===== config.mk =====
export PLATFORM = sky130hd
export DESIGN_NAME = ccm_console
export DESIGN_NICKNAME = d
export VERILOG_FILES = /design/src/shared/ccm_pkg.sv /design/src/rtl/ccm_console.sv
export SDC_FILE = /design/constraint.sdc
export NUM_CORES = 2
export LEC_CHECK = 0
export BUFFER_PORTS_ARGS = -buffer_cell sky130_fd_sc_hd__buf_2
export CORE_MARGIN = 2
export CORE_UTILIZATION = 63
export DETAILED_ROUTE_END_ITERATION = 10
export GPL_TIMING_DRIVEN = 0
export HOLD_SLACK_MARGIN = 0.08
export PLACE_DENSITY = 0.81
export SLEW_MARGIN = 20
export SYNTH_ARGS = -nofsm -noshare
export SYNTH_HDL_FRONTEND = slang
export SYNTH_SLANG_ARGS = --single-unit

===== constraint.sdc =====
create_clock -name sys_clk -period 20.6 [get_ports sys_clk]
set_input_delay 4.12 -clock sys_clk [delete_from_list [all_inputs] [get_ports sys_clk]]
set_output_delay 4.12 -clock sys_clk [all_outputs]
set_load 0.02 [all_outputs]

===== src/shared/ccm_pkg.sv =====
// Package of constants and types for the configuration console menu.
package ccm_pkg;

    // ------------------------------------------------------------
    // Characters received from the terminal
    // ------------------------------------------------------------
    localparam logic [7:0] CH_ZERO = 8'h30;
    localparam logic [7:0] CH_NINE = 8'h39;
    localparam logic [7:0] CH_RET  = 8'h0D;
    localparam logic [7:0] CH_ESC  = 8'h1B;

    // ------------------------------------------------------------
    // Reset values of the settings
    // ------------------------------------------------------------
    localparam logic [7:0]  RST_LINK   = 8'h01;
    localparam logic [16:0] RST_BAUD   = 17'h02580;
    localparam logic        RST_STOP2  = 1'b0;
    localparam logic [2:0]  RST_PARITY = 3'h0;
    localparam logic [7:0]  RST_FUNC   = 8'hA0;
    localparam logic        RST_TERM   = 1'b1;
    localparam logic [15:0] RST_INV    = 16'h0000;
    localparam logic        RST_PAIR   = 1'b0;
    localparam logic [15:0] RST_FILT   = 16'h0064;

    // ------------------------------------------------------------
    // Entry limits
    // ------------------------------------------------------------
    localparam logic [16:0] LINK_MAX   = 17'h000F7;
    localparam logic [16:0] FUNC_MAX   = 17'h000FF;
    localparam logic [16:0] FILT_MAX   = 17'h0EA60;
    localparam logic [16:0] PIN_MAX    = 17'h00010;
    localparam logic [16:0] PAR_MAX    = 17'h00004;
    localparam logic [16:0] BAUD_MAX   = 17'h1FFFF;
    localparam logic [16:0] ENTRY_CAP  = 17'h03333;

    // ------------------------------------------------------------
    // Timing
    // ------------------------------------------------------------
    localparam int CLK_PERIOD_NS = 50;
    localparam int MS_NS         = 1000000;
    localparam int MS_CYCLES     = MS_NS / CLK_PERIOD_NS;

    // ------------------------------------------------------------
    // Screens and edited fields
    // ------------------------------------------------------------
    typedef enum logic [3:0] {
        SCR_IDLE = 4'h0, SCR_MAIN = 4'h1, SCR_COMM = 4'h2,
        SCR_ADDR = 4'h3, SCR_TERM = 4'h4, SCR_INV  = 4'h5,
        SCR_INCF = 4'h6, SCR_DFLT = 4'h7, SCR_FWUP = 4'h8,
        SCR_DIAG = 4'h9, SCR_EDIT = 4'hA, SCR_SIM  = 4'hB
    } ccm_screen_e;

    typedef enum logic [2:0] {
        FLD_LINK = 3'h0, FLD_BAUD = 3'h1, FLD_PAR  = 3'h2,
        FLD_FUNC = 3'h3, FLD_PIN  = 3'h4, FLD_FILT = 3'h5
    } ccm_field_e;

endpackage : ccm_pkg


===== src/rtl/ccm_console.sv =====
// Menu-driven configuration console with input filter and diagnostics.
// Functional notes
// RL1 - New connection shows main menu immediately; code skips this while on the simulator screen
// RL2 - Single digit selects screen or action
// RL3 - Edit: return commits, escape discards value
// RL4 - Host sends exit digit before disconnecting
// RL5 - Defaults need confirm digit one; zero cancels
// RL6 - After reconnect any character shows main; code ignores characters on the simulator screen
// RL7 - Link address accepts 1 to 247
// RL8 - Frame 8+1 or 8+2, default 9600
// RL9 - Parity none, odd, even, mark, space
// RL10 - Function-type address 1 to 255, default 160
// RL11 - Termination single bit, default on
// RL12 - Per-pin inversion chosen by pin number
// RL13 - Paired inputs still inverted per pin
// RL14 - Sixteen single inputs or eight pairs; code only stores pair_mode, which no input logic uses
// RL15 - Glitch filter 1 to 60000 ms
// RL16 - Diagnostics shows states, refresh, simulator
// RL17 - Simulator closes RS485 until restart
// RL18 - Unmatched characters are ignored
module ccm_console
    import ccm_pkg::*;
#(
    parameter int MS_CYC = MS_CYCLES
) (
    // Clock, reset and enable.
    input  wire logic        sys_clk,
    input  wire logic        sys_rst,
    input  wire logic        ce,
    // Character stream from the virtual serial port.
    input  wire logic        conn_open,
    input  wire logic        rx_valid,
    input  wire logic [7:0]  rx_char,
    // Raw input pins.
    input  wire logic [15:0] din_pin,
    // Screen presentation.
    output logic [3:0]       screen,
    output logic             show,
    output logic [16:0]      entry,
    // Settings.
    output logic [7:0]       link_addr,
    output logic [16:0]      baud,
    output logic             stop_two,
    output logic [2:0]       parity,
    output logic [7:0]       func_addr,
    output logic             term_en,
    output logic [15:0]      invert,
    output logic             pair_mode,
    output logic [15:0]      filter_ms,
    // Mode and state.
    output logic             sim_mode,
    output logic             rs485_en,
    output logic             fw_upgrade,
    output logic [15:0]      din_state
);

    // ------------------------------------------------------------
    // Helpers
    // ------------------------------------------------------------

    // True when the character is an ASCII digit.
    function automatic logic is_dig(input logic [7:0] c);
        return (c >= CH_ZERO) && (c <= CH_NINE);
    endfunction : is_dig

    // True when the character is the given digit.
    function automatic logic key(input logic [7:0] c,
                                 input logic [3:0] d);
        return c == (CH_ZERO + {4'h0, d});
    endfunction : key

    // True when a value lies within lo and hi.
    function automatic logic in_rng(input logic [16:0] v,
                                    input logic [16:0] lo,
                                    input logic [16:0] hi);
        return (v >= lo) && (v <= hi);
    endfunction : in_rng

    // ------------------------------------------------------------
    // Menu and settings state
    // ------------------------------------------------------------
    ccm_screen_e scr, next_scr, ret_scr, next_ret_scr;
    ccm_field_e  fld, next_fld;
    logic        next_show, next_stop_two, next_term_en, next_pair;
    logic        next_sim, next_fw;
    logic [16:0] next_entry, next_baud;
    logic [7:0]  next_link, next_func;
    logic [2:0]  next_parity;
    logic [15:0] next_invert, next_filter;
    logic [3:0]  dv;
    logic        go;

    assign dv = rx_char[3:0];
    assign go = rx_valid && (scr != SCR_SIM);

    // Next-state logic of the menu walker.
    always_comb begin
        next_scr      = scr;
        next_ret_scr  = ret_scr;
        next_fld      = fld;
        next_show     = 1'b0;
        next_entry    = entry;
        next_link     = link_addr;
        next_baud     = baud;
        next_stop_two = stop_two;
        next_parity   = parity;
        next_func     = func_addr;
        next_term_en  = term_en;
        next_invert   = invert;
        next_pair     = pair_mode;
        next_filter   = filter_ms;
        next_sim      = sim_mode;
        next_fw       = fw_upgrade;
        if (conn_open && scr != SCR_SIM) begin
            next_scr  = SCR_MAIN;                  // see RL1
            next_show = 1'b1;
        end else if (go) begin
            next_show = 1'b1;
            case (scr)
                SCR_IDLE: next_scr = SCR_MAIN;     // see RL6
                SCR_MAIN: begin                    // see RL2
                    if (key(rx_char, 4'h1)) begin
                        next_scr     = SCR_EDIT;
                        next_fld     = FLD_LINK;
                        next_ret_scr = SCR_MAIN;
                        next_entry   = '0;
                    end else if (key(rx_char, 4'h2)) next_scr = SCR_COMM;
                    else if (key(rx_char, 4'h3)) next_scr = SCR_ADDR;
                    else if (key(rx_char, 4'h4)) next_scr = SCR_TERM;
                    else if (key(rx_char, 4'h5)) next_scr = SCR_INV;
                    else if (key(rx_char, 4'h6)) next_scr = SCR_INCF;
                    else if (key(rx_char, 4'h7)) next_scr = SCR_DFLT;
                    else if (key(rx_char, 4'h8)) next_scr = SCR_FWUP;
                    else if (key(rx_char, 4'h9)) next_scr = SCR_DIAG;
                    else if (key(rx_char, 4'h0)) next_scr = SCR_IDLE;
                    else next_show = 1'b0;         // see RL18
                end
                SCR_COMM: begin
                    next_ret_scr = SCR_COMM;
                    next_entry   = '0;
                    if (key(rx_char, 4'h1)) next_stop_two = 1'b0; // see RL8
                    else if (key(rx_char, 4'h2)) next_stop_two = 1'b1;
                    else if (key(rx_char, 4'h3)) begin
                        next_scr = SCR_EDIT;       // see RL3
                        next_fld = FLD_BAUD;
                    end else if (key(rx_char, 4'h4)) begin
                        next_scr = SCR_EDIT;       // see RL9
                        next_fld = FLD_PAR;
                    end else if (key(rx_char, 4'h0)) next_scr = SCR_MAIN;
                    else next_show = 1'b0;         // see RL18
                end
                SCR_ADDR: begin
                    next_ret_scr = SCR_ADDR;
                    next_entry   = '0;
                    if (key(rx_char, 4'h1)) begin
                        next_scr = SCR_EDIT;       // see RL10
                        next_fld = FLD_FUNC;
                    end else if (key(rx_char, 4'h0)) next_scr = SCR_MAIN;
                    else next_show = 1'b0;
                end
                SCR_TERM: begin
                    if (key(rx_char, 4'h1)) next_term_en = ~term_en; // see RL11
                    else if (key(rx_char, 4'h0)) next_scr = SCR_MAIN;
                    else next_show = 1'b0;
                end
                SCR_INV: begin
                    next_ret_scr = SCR_INV;
                    next_entry   = '0;
                    if (key(rx_char, 4'h3)) begin
                        next_scr = SCR_EDIT;       // see RL12
                        next_fld = FLD_PIN;
                    end else if (key(rx_char, 4'h0)) next_scr = SCR_MAIN;
                    else next_show = 1'b0;
                end
                SCR_INCF: begin
                    next_ret_scr = SCR_INCF;
                    next_entry   = '0;
                    if (key(rx_char, 4'h1)) next_pair = ~pair_mode; // see RL14
                    else if (key(rx_char, 4'h2)) begin
                        next_scr = SCR_EDIT;       // see RL15
                        next_fld = FLD_FILT;
                    end else if (key(rx_char, 4'h0)) next_scr = SCR_MAIN;
                    else next_show = 1'b0;
                end
                SCR_DFLT: begin
                    if (key(rx_char, 4'h1)) begin  // see RL5
                        next_scr      = SCR_MAIN;
                        next_link     = RST_LINK;
                        next_baud     = RST_BAUD;
                        next_stop_two = RST_STOP2;
                        next_parity   = RST_PARITY;
                        next_func     = RST_FUNC;
                        next_term_en  = RST_TERM;
                        next_invert   = RST_INV;
                        next_pair     = RST_PAIR;
                        next_filter   = RST_FILT;
                    end else if (key(rx_char, 4'h0)) next_scr = SCR_MAIN;
                    else next_show = 1'b0;
                end
                SCR_FWUP: begin
                    if (key(rx_char, 4'h1)) next_fw = 1'b1;
                    else if (key(rx_char, 4'h0)) next_scr = SCR_MAIN;
                    else next_show = 1'b0;
                end
                SCR_DIAG: begin
                    if (key(rx_char, 4'h1)) next_scr = SCR_DIAG; // see RL16
                    else if (key(rx_char, 4'h9)) begin
                        next_scr = SCR_SIM;        // see RL17
                        next_sim = 1'b1;
                    end else if (key(rx_char, 4'h0)) next_scr = SCR_MAIN;
                    else next_show = 1'b0;
                end
                SCR_EDIT: begin
                    if (is_dig(rx_char)) begin
                        if (entry < ENTRY_CAP)
                            next_entry = 17'((entry << 3) + (entry << 1)
                                             + {13'h0, dv});
                    end else if (rx_char == CH_ESC) begin
                        next_scr = ret_scr;        // see RL3
                    end else if (rx_char == CH_RET) begin
                        next_scr = ret_scr;        // see RL3
                        case (fld)
                            FLD_LINK: if (in_rng(entry, 17'h1, LINK_MAX))
                                next_link = entry[7:0];     // see RL7
                            FLD_BAUD: if (in_rng(entry, 17'h1, BAUD_MAX))
                                next_baud = entry;
                            FLD_PAR: if (in_rng(entry, 17'h0, PAR_MAX))
                                next_parity = entry[2:0];   // see RL9
                            FLD_FUNC: if (in_rng(entry, 17'h1, FUNC_MAX))
                                next_func = entry[7:0];     // see RL10
                            FLD_PIN: if (in_rng(entry, 17'h1, PIN_MAX))
                                next_invert[4'(entry - 17'h1)] =
                                    ~invert[4'(entry - 17'h1)]; // see RL12
                            FLD_FILT: if (in_rng(entry, 17'h1, FILT_MAX))
                                next_filter = entry[15:0];  // see RL15
                            default: next_scr = ret_scr;
                        endcase
                    end else begin
                        next_show = 1'b0;          // see RL18
                    end
                end
                default: next_show = 1'b0;
            endcase
        end
    end

    // Registers of the menu walker and the settings.
    always_ff @(posedge sys_clk or posedge sys_rst) begin
        if (sys_rst) begin
            scr        <= SCR_IDLE;
            ret_scr    <= SCR_MAIN;
            fld        <= FLD_LINK;
            show       <= 1'b0;
            entry      <= '0;
            link_addr  <= RST_LINK;
            baud       <= RST_BAUD;
            stop_two   <= RST_STOP2;
            parity     <= RST_PARITY;
            func_addr  <= RST_FUNC;
            term_en    <= RST_TERM;
            invert     <= RST_INV;
            pair_mode  <= RST_PAIR;
            filter_ms  <= RST_FILT;
            sim_mode   <= 1'b0;
            rs485_en   <= 1'b1;
            fw_upgrade <= 1'b0;
        end else if (ce) begin
            scr        <= next_scr;
            ret_scr    <= next_ret_scr;
            fld        <= next_fld;
            show       <= next_show;
            entry      <= next_entry;
            link_addr  <= next_link;
            baud       <= next_baud;
            stop_two   <= next_stop_two;
            parity     <= next_parity;
            func_addr  <= next_func;
            term_en    <= next_term_en;
            invert     <= next_invert;
            pair_mode  <= next_pair;
            filter_ms  <= next_filter;
            sim_mode   <= next_sim;
            rs485_en   <= ~next_sim;           // see RL17
            fw_upgrade <= next_fw;
        end
    end

    assign screen = scr;

    // ------------------------------------------------------------
    // Input synchroniser and glitch filter
    // ------------------------------------------------------------
    logic [15:0] sync1, sync2, stable, next_stable;
    logic [15:0] cnt [16];
    logic [15:0] next_cnt [16];
    logic [15:0] next_state;
    logic [15:0] tick_cnt, next_tick_cnt;
    logic        tick;

    assign tick = (tick_cnt == 16'(MS_CYC - 1));

    // Per-pin stability counters advance once per millisecond.
    always_comb begin
        next_tick_cnt = tick ? '0 : tick_cnt + 16'h1;
        next_stable   = stable;
        for (int i = 0; i < 16; i++) begin
            next_cnt[i] = cnt[i];
            if (sync2[i] == stable[i]) begin
                next_cnt[i] = '0;
            end else if (tick) begin
                if (cnt[i] + 16'h1 >= filter_ms) begin
                    next_stable[i] = sync2[i];     // see RL15
                    next_cnt[i]    = '0;
                end else begin
                    next_cnt[i] = cnt[i] + 16'h1;
                end
            end
        end
        next_state = next_stable ^ invert;         // see RL12
    end

    // Registers of the synchroniser, filter and reported state.
    always_ff @(posedge sys_clk or posedge sys_rst) begin
        if (sys_rst) begin
            sync1     <= '0;
            sync2     <= '0;
            stable    <= '0;
            tick_cnt  <= '0;
            din_state <= '0;
            for (int i = 0; i < 16; i++) cnt[i] <= '0;
        end else if (ce) begin
            sync1     <= din_pin;
            sync2     <= sync1;
            stable    <= next_stable;
            tick_cnt  <= next_tick_cnt;
            din_state <= next_state;           // see RL16
            for (int i = 0; i < 16; i++) cnt[i] <= next_cnt[i];
        end
    end

endmodule : ccm_console


==> flow_summary.yaml <==
sta:
  fin_crit_sh: 0.3323
  fmax_mhz: 146.1
  hold_viol_final: 0
  finalClockSkew_ns: 0.02856
  finalMaxSlewViolations: 0
  rsz0062_at_grt: "false"
  worst_slack_ns: 13.75
  post-route-min-period_ns: 6.845
  slew_headroom: 0.2805
  setup_viol: 0
  tightest_slew_ns: 1.079
setup_path:
  path_buf_inv: 2
  slowest_stage: "nor4_2"
  cp-start-kind: "input pin"
  critPathArrivalTime_ns: 7.36
  r2r_slack_ns: 15.72
  slowest_delay_ns: 0.76
  cp_common_cell: "o21ai_0"
  critPathMaxFanout: 10
  timing_worst_setup_path_type: "input pin to flop"
  cp_cell_sequence: "buf_2, clkbuf_1, nand2b_1, nor4_2, nor2_1, nor3_1, o21ai_0, o21ai_0"
  critPathRequiredTime_ns: 21.11
  cpLargestDelayFamily: "simple AND/OR/NAND/NOR gates"
  end_kind: "flop"
detailed_routing:
  first_pass_iters: 8
  routed_via_density: 6.627
  drc: 0
  wirelength_um: 92130
  num_vias: 27927
  wl_per_cell_um: 21.86
  drtIter0Drc: 2707
  ant_nets: 0
die:
  core_area_um2: 47650
  start_util: 0.6380
  die_w_um: 223.7
  die_y_um: 223.7
  rows: 80
  ioPinCount: 141
  dieArea_um2: 50030
global_routing:
  use_met1: 0.4634
  grt.busiest_layer: "met2"
  met3_usage: 0.07476
  grt_overflow: 0
  grt_pass1_wl_um: 144000
  grt_max_degree: 105
  first_global_vias: 27326
  grt_usage: 0.3636
  antenna_found_initial: 0
  use_met2: 0.5844
cells_and_area:
  final_common_cell: "dfrtp_1"
  largest_reg_flops: 256
  finalNetCount: 3896
  diodes: 0
  drive_gt1_frac: 0.1009
  area_growth_pct: 11.23
  biggestRegsByFlops: "cnt: 256 flops, baud: 17 flops, entry: 17 flops"
  layout_common_cells: "dfrtp_1, nand2_1, ha_1"
  largest_register: "cnt"
place:
  place.gp.congestion: 0.9550
  pre_cts_ws_ns: 13.36
  place_hpwl_um: 63740
  io_buffers: 140
synthesis:
  ys.flop_type: "dfrtp_1"
  async_reset_ff_frac: 1.000
  synth_fp_nets: 3700
  netlist_instances: 3363
  synth_cell_types: 85
  synth.cell_area_um2: 30400
  yosysSeqAreaShare: 0.3611
  synth_edf_count: 0
  ys_warn_count: 0
  synth-seq-cells: 438
  syn_area_per_cell_um2: 9.039
clock_network:
  cts_tree: "done"
  cts_sinks: 438
  worstSkewPairLatency_ns: 0.62
  cts_resized: 0
  clk_pin_slew_ns: 0.06
  clockBufferDepth: 3
  root_buffer: "clkbuf_16"
  htreeDepth: 2
  cts-buffers-inserted: 50
  post_cts_buffers: 0
  cts_hold_buf: 0
power:
  total_power_w: 0.002018
  leakage_nw: 16.48
  power.density_nw_per_um2: 59.68
  ir_worst_vdd_mv: 0.06061
status:
  status: "completed"
job:
  max_cap_viol_count: 0
hold_path:
  hold_path_class: "flop to flop"
## worst paths after layout
kind | end | from | cells past startpoint
min in group asynchronous | baud[1]$_DFFE_PP0P_ | sys_rst | 2
max reg2reg | cnt[191]$_DFFE_PP0P_ | cnt[176]$_DFFE_PP0P_ | 14
max in group asynchronous | cnt[83]$_DFFE_PP0P_ | sys_rst | 6
min reg2reg | baud[10]$_DFFE_PP1P_ | baud[10]$_DFFE_PP1P_ | 2
max | parity[2]$_DFFE_PP0P_ | rx_char[1] | 8
min | baud[10]$_DFFE_PP1P_ | baud[10]$_DFFE_PP1P_ | 2
## worst min-delay path: cells and delay by family (launching register included)
kind	cells	cell delay, ns
DFF	1	0.37
AOI/OAI and AO/OA	1	0.05
buffers and inverters	1	0.04
## kinds of logic after synthesis
family | after synthesis | share of synthesized area
xor gates and xnor gates | 257 | 0.07405
muxes | 87 | 0.03260
AOI/OAI and AO/OA | 845 | 0.1799
buffers and inverters | 202 | 0.02556
and+or+nand+nor | 1226 | 0.1995
adders and majority gates | 308 | 0.1273
DFF | 438 | 0.3611
## cell type report
| cell class | count | area [um^2] |
|---|---|---|
| repair buffers | 144 | 810.8 |
| fillers | 3656 | 13830 |
| multi-input cells | 2723 | 18650 |
| clock inverters | 25 | 389.1 |
| clock buffers | 67 | 1436 |
| well taps | 615 | 769.5 |
| flip-flops and latches | 438 | 10980 |
| inverters | 82 | 315.3 |
| plain buffers | 120 | 469.2 |
## layer usage
metal,up-vias,share of wire,wire (um)
li1,12676,-,-
met1,13527,0.40,36930
met2,1399,0.46,41950
met3,325,0.086,7886
met4,0,0.058,5369
met5,-,0,0
## synthesized netlist by cell type (34+ instances only)
| master | instances | area share |
|---|---|---|
| inv_1 | 82 | 0.010 |
| nand3_1 | 193 | 0.032 |
| dfrtp_1 | 425 | 0.35 |
| xor2_1 | 100 | 0.029 |
| a21o_1 | 55 | 0.014 |
| o21ai_1 | 34 | 0.0056 |
| nor2b_1 | 34 | 0.0070 |
| mux2_2 | 56 | 0.021 |
| nand2_1 | 387 | 0.048 |
| nor3b_1 | 38 | 0.0094 |
| nor2_1 | 192 | 0.024 |
| clkbuf_1 | 100 | 0.012 |
| a22o_1 | 96 | 0.028 |
| nor3_1 | 85 | 0.014 |
| a21oi_1 | 141 | 0.023 |
| o211ai_1 | 45 | 0.011 |
| and3_1 | 79 | 0.016 |
| o21ai_0 | 278 | 0.046 |
| nand2b_1 | 68 | 0.014 |
| ha_1 | 306 | 0.13 |
| xnor2_1 | 157 | 0.045 |
## power breakdown
group          internal [W]  switching, W
logic             0.0000384     0.0000929
registers          0.000877     0.0000191
clock network      0.000603      0.000387
## through the flow
stage	std cells	utilization	area, um^2	setup TNS, ns	hold WS (ns)
floorplan	3363	-	30400	0	0.4374
global placement	4118	0.6689	31870	-94.54	0.4486
detailed placement	4122	0.6714	31990	0	0.4555
CTS	4214	0.7097	33810	0	0.4654
global route	4214	0.7097	33810	0	0.4800
finish	4214	0.7097	33810	0	0.4662
Note: power is estimated with default switching activity, not from simulation.
